File: src/hdl/scan_regs_pkg.sv
// Register offsets, reset values and channel-scan constants
package scan_regs_pkg;

  localparam logic [3:0] OFS_CONFIG0   = 4'h0;
  localparam logic [3:0] OFS_DIFF_SEL  = 4'h3;
  localparam logic [3:0] OFS_SE_LOW    = 4'h4;
  localparam logic [3:0] OFS_SE_HIGH   = 4'h5;
  localparam logic [3:0] OFS_MON_SEL   = 4'h6;
  localparam logic [3:0] OFS_PORT_DIR  = 4'h7;
  localparam logic [3:0] OFS_PORT_LVL  = 4'h8;
  localparam logic [3:0] OFS_PART_ID   = 4'h9;

  localparam logic [7:0] RST_DIFF_SEL  = 8'h00;
  localparam logic [7:0] RST_SE_SEL    = 8'hFF;
  localparam logic [7:0] RST_MON_SEL   = 8'h00;
  localparam logic [7:0] RST_PORT_DIR  = 8'hFF;
  localparam logic [7:0] RST_PORT_LVL  = 8'h00;
  localparam logic [7:0] MON_SEL_MASK  = 8'h3D;

  localparam int         ID_VARIANT_BIT = 4;
  localparam int         SCAN_MODE_BIT  = 5;

  // Scan order: 8 pairs, 16 single-ended inputs, then monitor readings
  localparam int         NUM_PAIRS      = 8;
  localparam int         NUM_SINGLE     = 16;
  localparam int         NUM_ENTRIES    = 32;
  localparam logic [4:0] FIRST_SINGLE   = 5'h08;
  localparam logic [4:0] FIRST_MONITOR  = 5'h18;

endpackage

File: src/hdl/scan_select_gpio_id_regs.sv
// Scan-selection, port and identification registers with channel pointer
`timescale 1ns/1ns
`default_nettype none

// Function
// Pair bit n measures input 2n against input 2n+1.
// Single-ended channels are measured against the common analog input.
// Scan skips deselected entries and goes straight to the next selected.
// Writing any of the four select registers resets pointer to highest priority.
// Select bit one includes the entry, zero excludes it.
// Host writes zero to fixed-zero select bits.
// Direction bit zero makes pin an output, one an input; resets to all ones.
// Direction and data bit n control port pin n.
// Reading the data register returns sampled pin levels.
// For output pins a data write sets the driven level.
// For input pins a data write has no effect.
// Zero is low, one is high; output latch resets to zero.
// Identification register is read-only; writes ignored.
// Identification bit 4 is one for the 16-bit variant.
// Pair select resets to zero, single-ended selects reset to all ones.
// Host must not leave input pins floating.
// Select registers only steer conversions in automatic scan mode.
// Monitor select has five enable bits, others fixed zero, resets to zero.
// Pointer advances per conversion to next selected entry, wrapping round.
module scan_select_gpio_id_regs
  import scan_regs_pkg::*;
#(
  parameter logic [7:0] PART_ID_VALUE = 8'h15  // Arbitrary value, bit 4 set
) (
  input  wire logic       i_mclk,
  input  wire logic       i_sys_rst,
  input  wire logic       i_reg_wr,
  input  wire logic       i_reg_rd,
  input  wire logic [3:0] i_reg_addr,
  input  wire logic [7:0] i_reg_wdata,
  output logic      [7:0] o_reg_rdata,
  input  wire logic       i_scan_mode_fixed,
  input  wire logic       i_conv_done,
  output logic      [4:0] o_scan_entry,
  output logic            o_scan_valid,
  output logic      [3:0] o_pos_input,
  output logic      [3:0] o_neg_input,
  output logic            o_neg_is_common,
  output logic            o_auto_scan,
  input  wire logic [7:0] i_port_pin,
  output logic      [7:0] o_port_pin,
  output logic      [7:0] o_port_pin_oe
);

  ////////////////////////////////////////////////////////////////////////////
  // Registers

  logic [7:0] diff_pair_select;
  logic [7:0] single_ended_select_low;
  logic [7:0] single_ended_select_high;
  logic [7:0] monitor_reading_select;
  logic [7:0] port_direction;
  logic [7:0] port_level;
  logic [7:0] pin_sync1;
  logic [7:0] pin_sync2;
  logic [7:0] pin_sync3;
  logic [7:0] pin_sampled;
  logic [4:0] scan_ptr;
  logic [7:0] rdata;

  wire        wr_diff = i_reg_wr && (i_reg_addr == OFS_DIFF_SEL);
  wire        wr_sel0 = i_reg_wr && (i_reg_addr == OFS_SE_LOW);
  wire        wr_sel1 = i_reg_wr && (i_reg_addr == OFS_SE_HIGH);
  wire        wr_mon  = i_reg_wr && (i_reg_addr == OFS_MON_SEL);
  wire        wr_dir  = i_reg_wr && (i_reg_addr == OFS_PORT_DIR);
  wire        wr_lvl  = i_reg_wr && (i_reg_addr == OFS_PORT_LVL);
  wire        wr_sel_any = wr_diff | wr_sel0 | wr_sel1 | wr_mon;

  always_ff @(posedge i_mclk) begin
    if (i_sys_rst) begin
      diff_pair_select         <= RST_DIFF_SEL;
      single_ended_select_low  <= RST_SE_SEL;
      single_ended_select_high <= RST_SE_SEL;
      monitor_reading_select   <= RST_MON_SEL;
      port_direction           <= RST_PORT_DIR;
      port_level               <= RST_PORT_LVL;
    end else begin
      if (wr_diff) diff_pair_select <= i_reg_wdata;
      if (wr_sel0) single_ended_select_low <= i_reg_wdata;
      if (wr_sel1) single_ended_select_high <= i_reg_wdata;
      if (wr_mon) monitor_reading_select <= i_reg_wdata & MON_SEL_MASK;
      if (wr_dir) port_direction <= i_reg_wdata;
      if (wr_lvl) port_level <= i_reg_wdata;  // Latch; only output pins see it
    end
  end

  ////////////////////////////////////////////////////////////////////////////
  // Port pins

  always_ff @(posedge i_mclk) begin
    if (i_sys_rst) begin
      pin_sync1   <= 8'h00;
      pin_sync2   <= 8'h00;
      pin_sync3   <= 8'h00;
      pin_sampled <= 8'h00;
    end else begin
      pin_sync1 <= i_port_pin;
      pin_sync2 <= pin_sync1;
      pin_sync3 <= pin_sync2;
      for (int b = 0; b < 8; b++) begin
        if (pin_sync2[b] == pin_sync3[b]) pin_sampled[b] <= pin_sync3[b];
      end
    end
  end

  // Bit n of each register drives pin n
  assign o_port_pin    = port_level;
  assign o_port_pin_oe = ~port_direction;

  ////////////////////////////////////////////////////////////////////////////
  // Scan pointer

  // Entries 24..29: offset, spare, supply, temperature, gain, reference
  wire [31:0] sel_vec = {2'b00, monitor_reading_select[5:2], 1'b0,
                         monitor_reading_select[0],
                         single_ended_select_high, single_ended_select_low,
                         diff_pair_select};
  wire        any_sel = |sel_vec;

  function automatic logic [4:0] next_sel(input logic [31:0] v, input logic [4:0] from);
    logic [4:0] r;
    logic       hit;
    logic [4:0] idx;
    r   = 5'h00;
    hit = 1'b0;
    for (int k = 1; k <= NUM_ENTRIES; k++) begin
      idx = 5'((int'(from) + k) % NUM_ENTRIES);
      if (!hit && v[idx]) begin
        r   = idx;
        hit = 1'b1;
      end
    end
    return r;
  endfunction

  wire [4:0] first_sel = next_sel(sel_vec, 5'h1F);

  always_ff @(posedge i_mclk) begin
    if (i_sys_rst) begin
      scan_ptr <= 5'h00;
    end else if (wr_sel_any) begin
      scan_ptr <= 5'h00;
    end else if (!any_sel) begin
      scan_ptr <= 5'h00;
    end else if (!sel_vec[scan_ptr]) begin
      scan_ptr <= first_sel;
    end else if (i_conv_done && !i_scan_mode_fixed) begin
      scan_ptr <= next_sel(sel_vec, scan_ptr);
    end
  end

  assign o_auto_scan  = !i_scan_mode_fixed;
  assign o_scan_entry = scan_ptr;
  assign o_scan_valid = !i_scan_mode_fixed && sel_vec[scan_ptr];
  wire   is_pair      = scan_ptr < FIRST_SINGLE;
  wire   is_single    = !is_pair && scan_ptr < FIRST_MONITOR;
  wire [4:0] se_idx   = scan_ptr - FIRST_SINGLE;
  assign o_pos_input  = is_pair ? {scan_ptr[2:0], 1'b0} : se_idx[3:0];
  assign o_neg_input  = is_pair ? {scan_ptr[2:0], 1'b1} : 4'h0;
  assign o_neg_is_common = is_single;

  ////////////////////////////////////////////////////////////////////////////
  // Read mux

  always_comb begin
    unique case (i_reg_addr)
      OFS_DIFF_SEL: rdata = diff_pair_select;
      OFS_SE_LOW:   rdata = single_ended_select_low;
      OFS_SE_HIGH:  rdata = single_ended_select_high;
      OFS_MON_SEL:  rdata = monitor_reading_select;
      OFS_PORT_DIR: rdata = port_direction;
      OFS_PORT_LVL: rdata = pin_sampled;
      OFS_PART_ID:  rdata = PART_ID_VALUE;
      default:      rdata = 8'h00;
    endcase
  end

  always_ff @(posedge i_mclk) begin
    if (i_sys_rst) o_reg_rdata <= 8'h00;
    else if (i_reg_rd) o_reg_rdata <= rdata;
  end

  ////////////////////////////////////////////////////////////////////////////
  // Checks

  a_sel_write_ptr: assert property (@(posedge i_mclk) disable iff (i_sys_rst)
    wr_sel_any |=> scan_ptr == 5'h00) else $error("pointer not reset by select write");
  a_dir_reset: assert property (@(posedge i_mclk)
    i_sys_rst |=> o_port_pin_oe == 8'h00) else $error("pins not inputs after reset");
  a_lvl_reset: assert property (@(posedge i_mclk)
    i_sys_rst |=> o_port_pin == 8'h00) else $error("output latch not cleared");
  a_sel_reset: assert property (@(posedge i_mclk)
    i_sys_rst |=> diff_pair_select == 8'h00 && single_ended_select_low == 8'hFF)
    else $error("select reset wrong");
  a_mon_mask: assert property (@(posedge i_mclk) disable iff (i_sys_rst)
    (monitor_reading_select & ~MON_SEL_MASK) == 8'h00) else $error("monitor fixed bit set");
  a_id_variant: assert property (@(posedge i_mclk) disable iff (i_sys_rst)
    i_reg_rd && i_reg_addr == OFS_PART_ID |=> o_reg_rdata[ID_VARIANT_BIT])
    else $error("variant bit not one");
  a_lvl_write: assert property (@(posedge i_mclk) disable iff (i_sys_rst)
    wr_lvl |=> o_port_pin == $past(i_reg_wdata)) else $error("level write lost");
  a_ptr_selected: assert property (@(posedge i_mclk) disable iff (i_sys_rst)
    i_conv_done && o_scan_valid && !wr_sel_any |=> sel_vec[scan_ptr] || !any_sel)
    else $error("pointer on deselected entry");
  a_pin_read: assert property (@(posedge i_mclk) disable iff (i_sys_rst)
    i_reg_rd && i_reg_addr == OFS_PORT_LVL |=> o_reg_rdata == $past(pin_sampled))
    else $error("level read wrong");
  a_fixed_hold: assert property (@(posedge i_mclk) disable iff (i_sys_rst)
    i_scan_mode_fixed && !wr_sel_any && sel_vec[scan_ptr] |=> $stable(scan_ptr))
    else $error("pointer moved in fixed mode");
  a_pair_inputs: assert property (@(posedge i_mclk) disable iff (i_sys_rst)
    o_scan_valid && is_pair |-> o_neg_input == o_pos_input + 4'h1 && !o_pos_input[0])
    else $error("pair inputs not neighbours");
  a_single_common: assert property (@(posedge i_mclk) disable iff (i_sys_rst)
    o_scan_valid && is_single |-> o_neg_is_common && o_pos_input == se_idx[3:0])
    else $error("single-ended not against common");
  a_pair_not_common: assert property (@(posedge i_mclk) disable iff (i_sys_rst)
    o_scan_valid && is_pair |-> !o_neg_is_common)
    else $error("pair measured against common");
  a_lvl_keeps_dir: assert property (@(posedge i_mclk) disable iff (i_sys_rst)
    wr_lvl && !wr_dir |=> $stable(o_port_pin_oe))
    else $error("level write changed direction");
  a_id_fixed: assert property (@(posedge i_mclk) disable iff (i_sys_rst)
    i_reg_rd && i_reg_addr == OFS_PART_ID |=> o_reg_rdata == PART_ID_VALUE)
    else $error("identification changed");
  a_high_reset: assert property (@(posedge i_mclk)
    i_sys_rst |=> single_ended_select_high == RST_SE_SEL && monitor_reading_select == RST_MON_SEL)
    else $error("high select or monitor reset wrong");

endmodule

`default_nettype wire

File: config.mk
export PLATFORM = sky130hd
export DESIGN_NAME = scan_select_gpio_id_regs
export DESIGN_NICKNAME = d
export VERILOG_FILES = /design/src/hdl/scan_regs_pkg.sv /design/src/hdl/scan_select_gpio_id_regs.sv
export SDC_FILE = /design/constraint.sdc
export NUM_CORES = 1
export LEC_CHECK = 0
export BUFFER_PORTS_ARGS = -buffer_cell sky130_fd_sc_hd__buf_2
export CAP_MARGIN = 10
export CORE_MARGIN = 8
export CORE_UTILIZATION = 67
export DETAILED_ROUTE_END_ITERATION = 12
export PLACE_DENSITY = 0.84
export SLEW_MARGIN = 10
export SYNTH_ARGS = -nofsm -noshare
export SYNTH_HDL_FRONTEND = slang
export SYNTH_SLANG_ARGS = --single-unit
File: constraint.sdc
create_clock -name i_mclk -period 10.9 [get_ports i_mclk]
set_clock_uncertainty 0.2 [all_clocks]
set_input_delay 1.09 -clock i_mclk [delete_from_list [all_inputs] [get_ports i_mclk]]
set_output_delay 1.09 -clock i_mclk [all_outputs]
set_load 0.03 [all_outputs]
* After elaboration in Yosys (flattened, before gate mapping)
Index checks and enable logic that the tools add are counted.
** Storage, ports and cells
- Logic and storage cells :: 584
- Input bits :: 26
- Register bits after elaboration :: 90
** Cells by class
- Bitwise gates (word level) :: 5
- Equal/unequal tests :: 16
- Mux-type cells :: 345
- $lt $le $gt $ge :: 35
- Add/subtract/negate cells :: 33
- Reduce and logical (&&, ||, !) cells :: 131
** Operator list (number)
- 5-bit two-way mux :: 61
- 1-bit two-way mux :: 248
- 5-bit by 6-bit less-than comparator with 1-bit output (second input constant) :: 33
- 1-bit binary-select mux with 5-bit select :: 33
- 5-bit adder (second input constant) :: 16
- 1-bit logical AND :: 68
- 1-bit logical NOT :: 61
- 8-bit case mux with 7 select lines :: 1
- 5-bit by 4-bit adder with 5-bit output (second input constant) :: 8
- 29-bit OR reduction :: 1
- 5-bit by 3-bit adder with 5-bit output (second input constant) :: 4
- 4-bit by 3-bit == test with 1-bit output (second input constant) :: 4
- 5-bit by 1-bit adder with 5-bit output (second input constant) :: 2
- 5-bit by 2-bit adder with 5-bit output (second input constant) :: 2
- 1-bit == test :: 8
- 4-bit == test (second input constant) :: 2
- 4-bit two-way mux :: 2
- 8-bit inverter :: 1
- 5-bit by 4-bit less-than comparator with 1-bit output (second input constant) :: 1
- 5-bit less-than comparator (second input constant) :: 1
- 4-bit by 2-bit == test with 1-bit output (second input constant) :: 1
- 4-bit subtractor (second input constant) :: 1
- 1-bit bitwise OR :: 3
- 3-bit OR reduction :: 1
- 2 further kinds :: 2

* Logic depth before layout (Yosys ltp)
- Depth in word-level cells :: 254
- Depth in mapped cells :: 20
- Gate-level depth less buffers :: 14

* Worst setup path after synthesis
Ideal clock, no wire load.
- Path kind :: register -> register
- Start :: register scan_ptr[2], in the netlist o_scan_entry[2]
- End :: register scan_ptr[2], in the netlist o_scan_entry[2]
- Buffers on the path :: 5
- Cell stages (with the launch flop) :: 20
- Arrival :: 5470 ps
- Setup slack :: 5135 ps
- Library setup time :: 96 ps
- Path through :: dfxtp_1 -> clkbuf_1 -> clkbuf_1 -> inv_1 -> clkbuf_1 -> clkbuf_1 -> ha_1 -> a21oi_1 -> xnor2_1 -> mux4_2 -> mux2i_1 -> nand4_2 -> or4_4 -> or2_1 -> buf_6 -> or3b_4 -> o211ai_2 -> o221ai_2 -> o211a_1 -> o41ai_2
** Between the ends
- Cells in the longest elaborated chain, start to end :: 254
** Ends and longest elaborated chain
- start, declared :: RTL line scan_select_gpio_id_regs.sv:63 : logic [4:0] scan_ptr;
- start signal, assigned :: RTL line scan_select_gpio_id_regs.sv:151 : scan_ptr <= first_sel;
- start signal, assigned :: RTL line scan_select_gpio_id_regs.sv:153 : scan_ptr <= next_sel(sel_vec, scan_ptr);
- 5-bit by 1-bit adder with 5-bit output :: RTL line scan_select_gpio_id_regs.sv:132 : idx = 5'((int'(from) + k) % NUM_ENTRIES);
- 1-bit binary-select mux with 5-bit select :: RTL line scan_select_gpio_id_regs.sv:133 : if (!hit && v[idx]) begin
- 1-bit two-way mux (not written as such) :: RTL line scan_select_gpio_id_regs.sv:133
- 1-bit two-way mux :: RTL line scan_select_gpio_id_regs.sv:133
- 1-bit two-way mux :: RTL line scan_select_gpio_id_regs.sv:152 : end else if (i_conv_done && !i_scan_mode_fixed) begin
- 1-bit two-way mux :: RTL line scan_select_gpio_id_regs.sv:150 : end else if (!sel_vec[scan_ptr]) begin
- 1-bit two-way mux :: RTL line scan_select_gpio_id_regs.sv:148 : end else if (!any_sel) begin
- 1-bit two-way mux :: RTL line scan_select_gpio_id_regs.sv:146 : end else if (wr_sel_any) begin
- [238 not listed]
- 1-bit two-way mux :: RTL line scan_select_gpio_id_regs.sv:148
- 1-bit two-way mux :: RTL line scan_select_gpio_id_regs.sv:146
- 1-bit two-way mux :: RTL line scan_select_gpio_id_regs.sv:144 : if (i_sys_rst) begin
- 1-bit logical NOT :: RTL line scan_select_gpio_id_regs.sv:133
- 1-bit logical AND :: RTL line scan_select_gpio_id_regs.sv:133
- 5-bit two-way mux :: RTL line scan_select_gpio_id_regs.sv:133
- 5-bit two-way mux :: RTL line scan_select_gpio_id_regs.sv:152
- 5-bit two-way mux :: RTL line scan_select_gpio_id_regs.sv:150
Several ways; a longest one is shown, not always the timed one. The select of a mux whose other input is x is not followed.
A chain may end at the register's enable or synchronous reset.

* Final worst setup path
- Start :: register scan_ptr[0], in the netlist o_scan_entry[0]
- End :: register scan_ptr[0], in the netlist o_scan_entry[0]
The elaborated chain is that of the path after synthesis.

==> metrics <==
final-report setup violation count=0; Max Buffers Root-to-Sink=2; setup tns final=0 ps; outcome=complete, no violations; reg-to-reg critical path startpoint=o_scan_entry[0]$_SDFFE_PP0P_; first-pass GRT wire length=56700 um; fin crit period=between 7000 and 8000 ps; CTS sink count=90; Post-Syn Area=9500 um^2; Syn Nets=1183; ant diodes=0; final net count=1193; min-delay src=pin_sync1[6]$_SDFF_PP0_; initial antenna violation count=0; Critical Path Start Type=flop; Die ar.=18300 um^2; reg2reg setup slack=3200 ps; Hold Crit Class=flop to flop; Worst setup EP type=flop; FF-to-FF path depth=14; crit path kind=flop to flop; synthesis warning total=0; worst-path cell chain=buf_4, clkinv_1, ha_1, mux4_2, mux4_2, mux2i_1, nand4_2, nor4_4, nand4_1, nor3_1, nand2b_1, nor4_1, or4_1, a31oi_1; fin crit share=between 70 and 80%; total CTS buffers=9; initial DRC count=1550; Vias per Instance=7.64; grt ovf=0; Filler cells=between 1000 and 1500; DP HPWL=25400 um; port bufs=65; total track usage=39.9%; Critical Path AT=7780 ps; DRC Markers=0; hold slack=240 ps; Final Hold Viols=0; asr flop ratio synth=0%; Core Area=13900 um^2; clk slew on worst S/H paths=around 70 ps; commonest non-fill, non-tap cells in the layout=nor2_1, mux2i_1, dfxtp_1, nand2_1, a21oi_1; Slew Limit Fails=0; IO Pins=66; layout cell share with drive strength beyond 1=18.1%; most common cell after layout, fill and taps aside=nor2_1; Root Driver=clkbuf_16; max_slew headroom=about a fifth; register area share after synthesis=a little under a fifth; RSZ-0062 raised after global routing=false; Slowest-stage cell, CP=ha_1; placed cells=about 1300; syn_area_per_cell=8.31 um^2; post-synthesis cell type count=87; Post-CTS Setup Bufs=0; number of flops mapped to enable cells by yosys=0; Mapped Cells=1143; worst-path fanout max=41; Achievable Freq=0.130 GHz; Chip Height=around 140 um; CTS tree=done; Die Wd=around 140 um; Area growth syn-to-layout=6.53%; Worst R2R End=o_scan_entry[0]$_SDFFE_PP0P_; worst skew pair latency=350 ps; DR WL/cell=27.0 um; final WL=36100 um; Setup crit start=o_scan_entry[0]$_SDFFE_PP0P_; starting density of the core=68.5%; delay-heaviest family, CP=simple AND/OR/NAND/NOR gates; vias in the first global route=9857; post-route insts no fill=1338; Most used DFF post-synth=dfxtp_1; gpl congestion=1.11; slowest stage delay, CP=1290 ps; Tightest Pin Transition=about 1200 ps; hold endpoint=pin_sync2[6]$_SDFF_PP0_; CTS hold repair buffers=0; Max H-tree Level=3; peak supply drop=around 0.00014 V; via count=10200; Detail Route Antenna Nets=0; # resized after CTS=0; Worst Path Buf+Inv=2; Worst EP required=10970 ps; largest net degree at the start of global routing=between 80 and 90; Seq cells post-synth=90; worst hold stages=1; Pre-antenna DRT Iters=7; Core Rows=between 40 and 50; max-cap violation count=0; Pwr Density=291 nW/um^2; Leak Pwr=between 3 and 4 nW; crit-path most repeated cell=mux4_2
metal layers:
| metal | vias to the layer above | part of all wire, % | routed length, um | global-route usage, % |
|---|---|---|---|---|
| met1 | 4742 | 35 | 12600 | 48.2 |
| met4 | 0 | 8.1 | 2930 | 27.6 |
| met2 | 908 | 44 | 15900 | 61.4 |
| li1 | 4315 | - | - | - |
| met5 | - | 0 | 0 | 0 |
| met3 | 257 | 13 | 4680 | 9.92 |
cell usage after synthesis (all sizes together), types with 10 or more instances:
| cell | n | area share, % |
|---|---|---|
| or2 | 10 | 0.66 |
| mux4 | 63 | 15 |
| buf | 27 | 1.8 |
| o22ai | 12 | 0.79 |
| nor3 | 30 | 1.6 |
| o21ai | 51 | 2.7 |
| and2 | 11 | 0.72 |
| ha | 14 | 1.8 |
| xnor2 | 27 | 2.5 |
| mux2i | 91 | 9.7 |
| a21oi | 79 | 4.2 |
| clkbuf | 59 | 2.3 |
| mux2 | 22 | 2.6 |
| a31oi | 17 | 1.1 |
| a22oi | 16 | 1.3 |
| inv | 37 | 1.5 |
| a211o | 25 | 2.3 |
| a211oi | 12 | 0.95 |
| dfxtp | 90 | 19 |
| nor2b | 60 | 3.9 |
| nand3 | 27 | 1.4 |
| nand2b | 18 | 1.2 |
| nand2 | 87 | 3.4 |
| nor2 | 113 | 4.5 |
how the worst max path moves through the flow:
| stage | to | slack [ps] | cells after the start |
|---|---|---|---|
| 2_1_floorplan | o_scan_entry[2]$_SDFFE_PP0P_ | 5130 | 19 |
| 3_3_place_gp | o_scan_entry[0]$_SDFFE_PP0P_ | 3470 | 14 |
| 3_5_place_dp | o_scan_entry[2]$_SDFFE_PP0P_ | 3410 | 14 |
| 4_1_cts | o_scan_entry[0]$_SDFFE_PP0P_ | 3360 | 14 |
| 5_1_grt | o_scan_entry[2]$_SDFFE_PP0P_ | 2740 | 14 |
| 6_report | o_scan_entry[0]$_SDFFE_PP0P_ | 3200 | 14 |
kinds of logic after synthesis:
logic type,share of synthesized area [%]
AOI/OAI and AO/OA,21.5
xor gates and xnor gates,3.04
buffers and inverters,5.66
DFF,19.0
adders and majority gates,1.84
muxes,27.3
and+or+nand+nor,21.7
sequential cells by signal, indices dropped and copies added (netlist names):
register,cells
pin_sync1,8
o_reg_rdata,8
monitor_reading_select,5
o_scan_entry,5
pin_sampled,8
single_ended_select_high,8
single_ended_select_low,8
o_port_pin,8
pin_sync3,8
pin_sync2,8
port_direction,8
diff_pair_select,8
final cells by class:
type	count	area, um^2	share of cell area, %
clock buffer	11	243	2.40
sequential	90	1800	17.8
tap	180	225	2.22
inverter	38	143	1.41
timing repair buffer	85	475	4.70
multi-input combinational	929	7170	70.8
clock inverter	5	62.6	0.618
where the power goes:
part | internal [W] | leakage, nW | switching [W]
clock | 0.000185 | 0.142 | 0.000129
combinational | 0.000820 | 2.94 | 0.00146
sequential | 0.000342 | 0.733 | 0.0000123
stage by stage:
stage	total power, W	util, %	instance area, um^2	setup slack, ps
floorplan	0.00192	-	9500	5130
global placement	0.00249	70.7	9810	3470
detailed placement	0.00250	70.7	9810	3410
CTS	0.00282	72.9	10100	3360
global route	0.00306	72.9	10100	2740
finish	0.00295	72.9	10100	3200
Note: power is estimated with default switching activity, not from simulation.
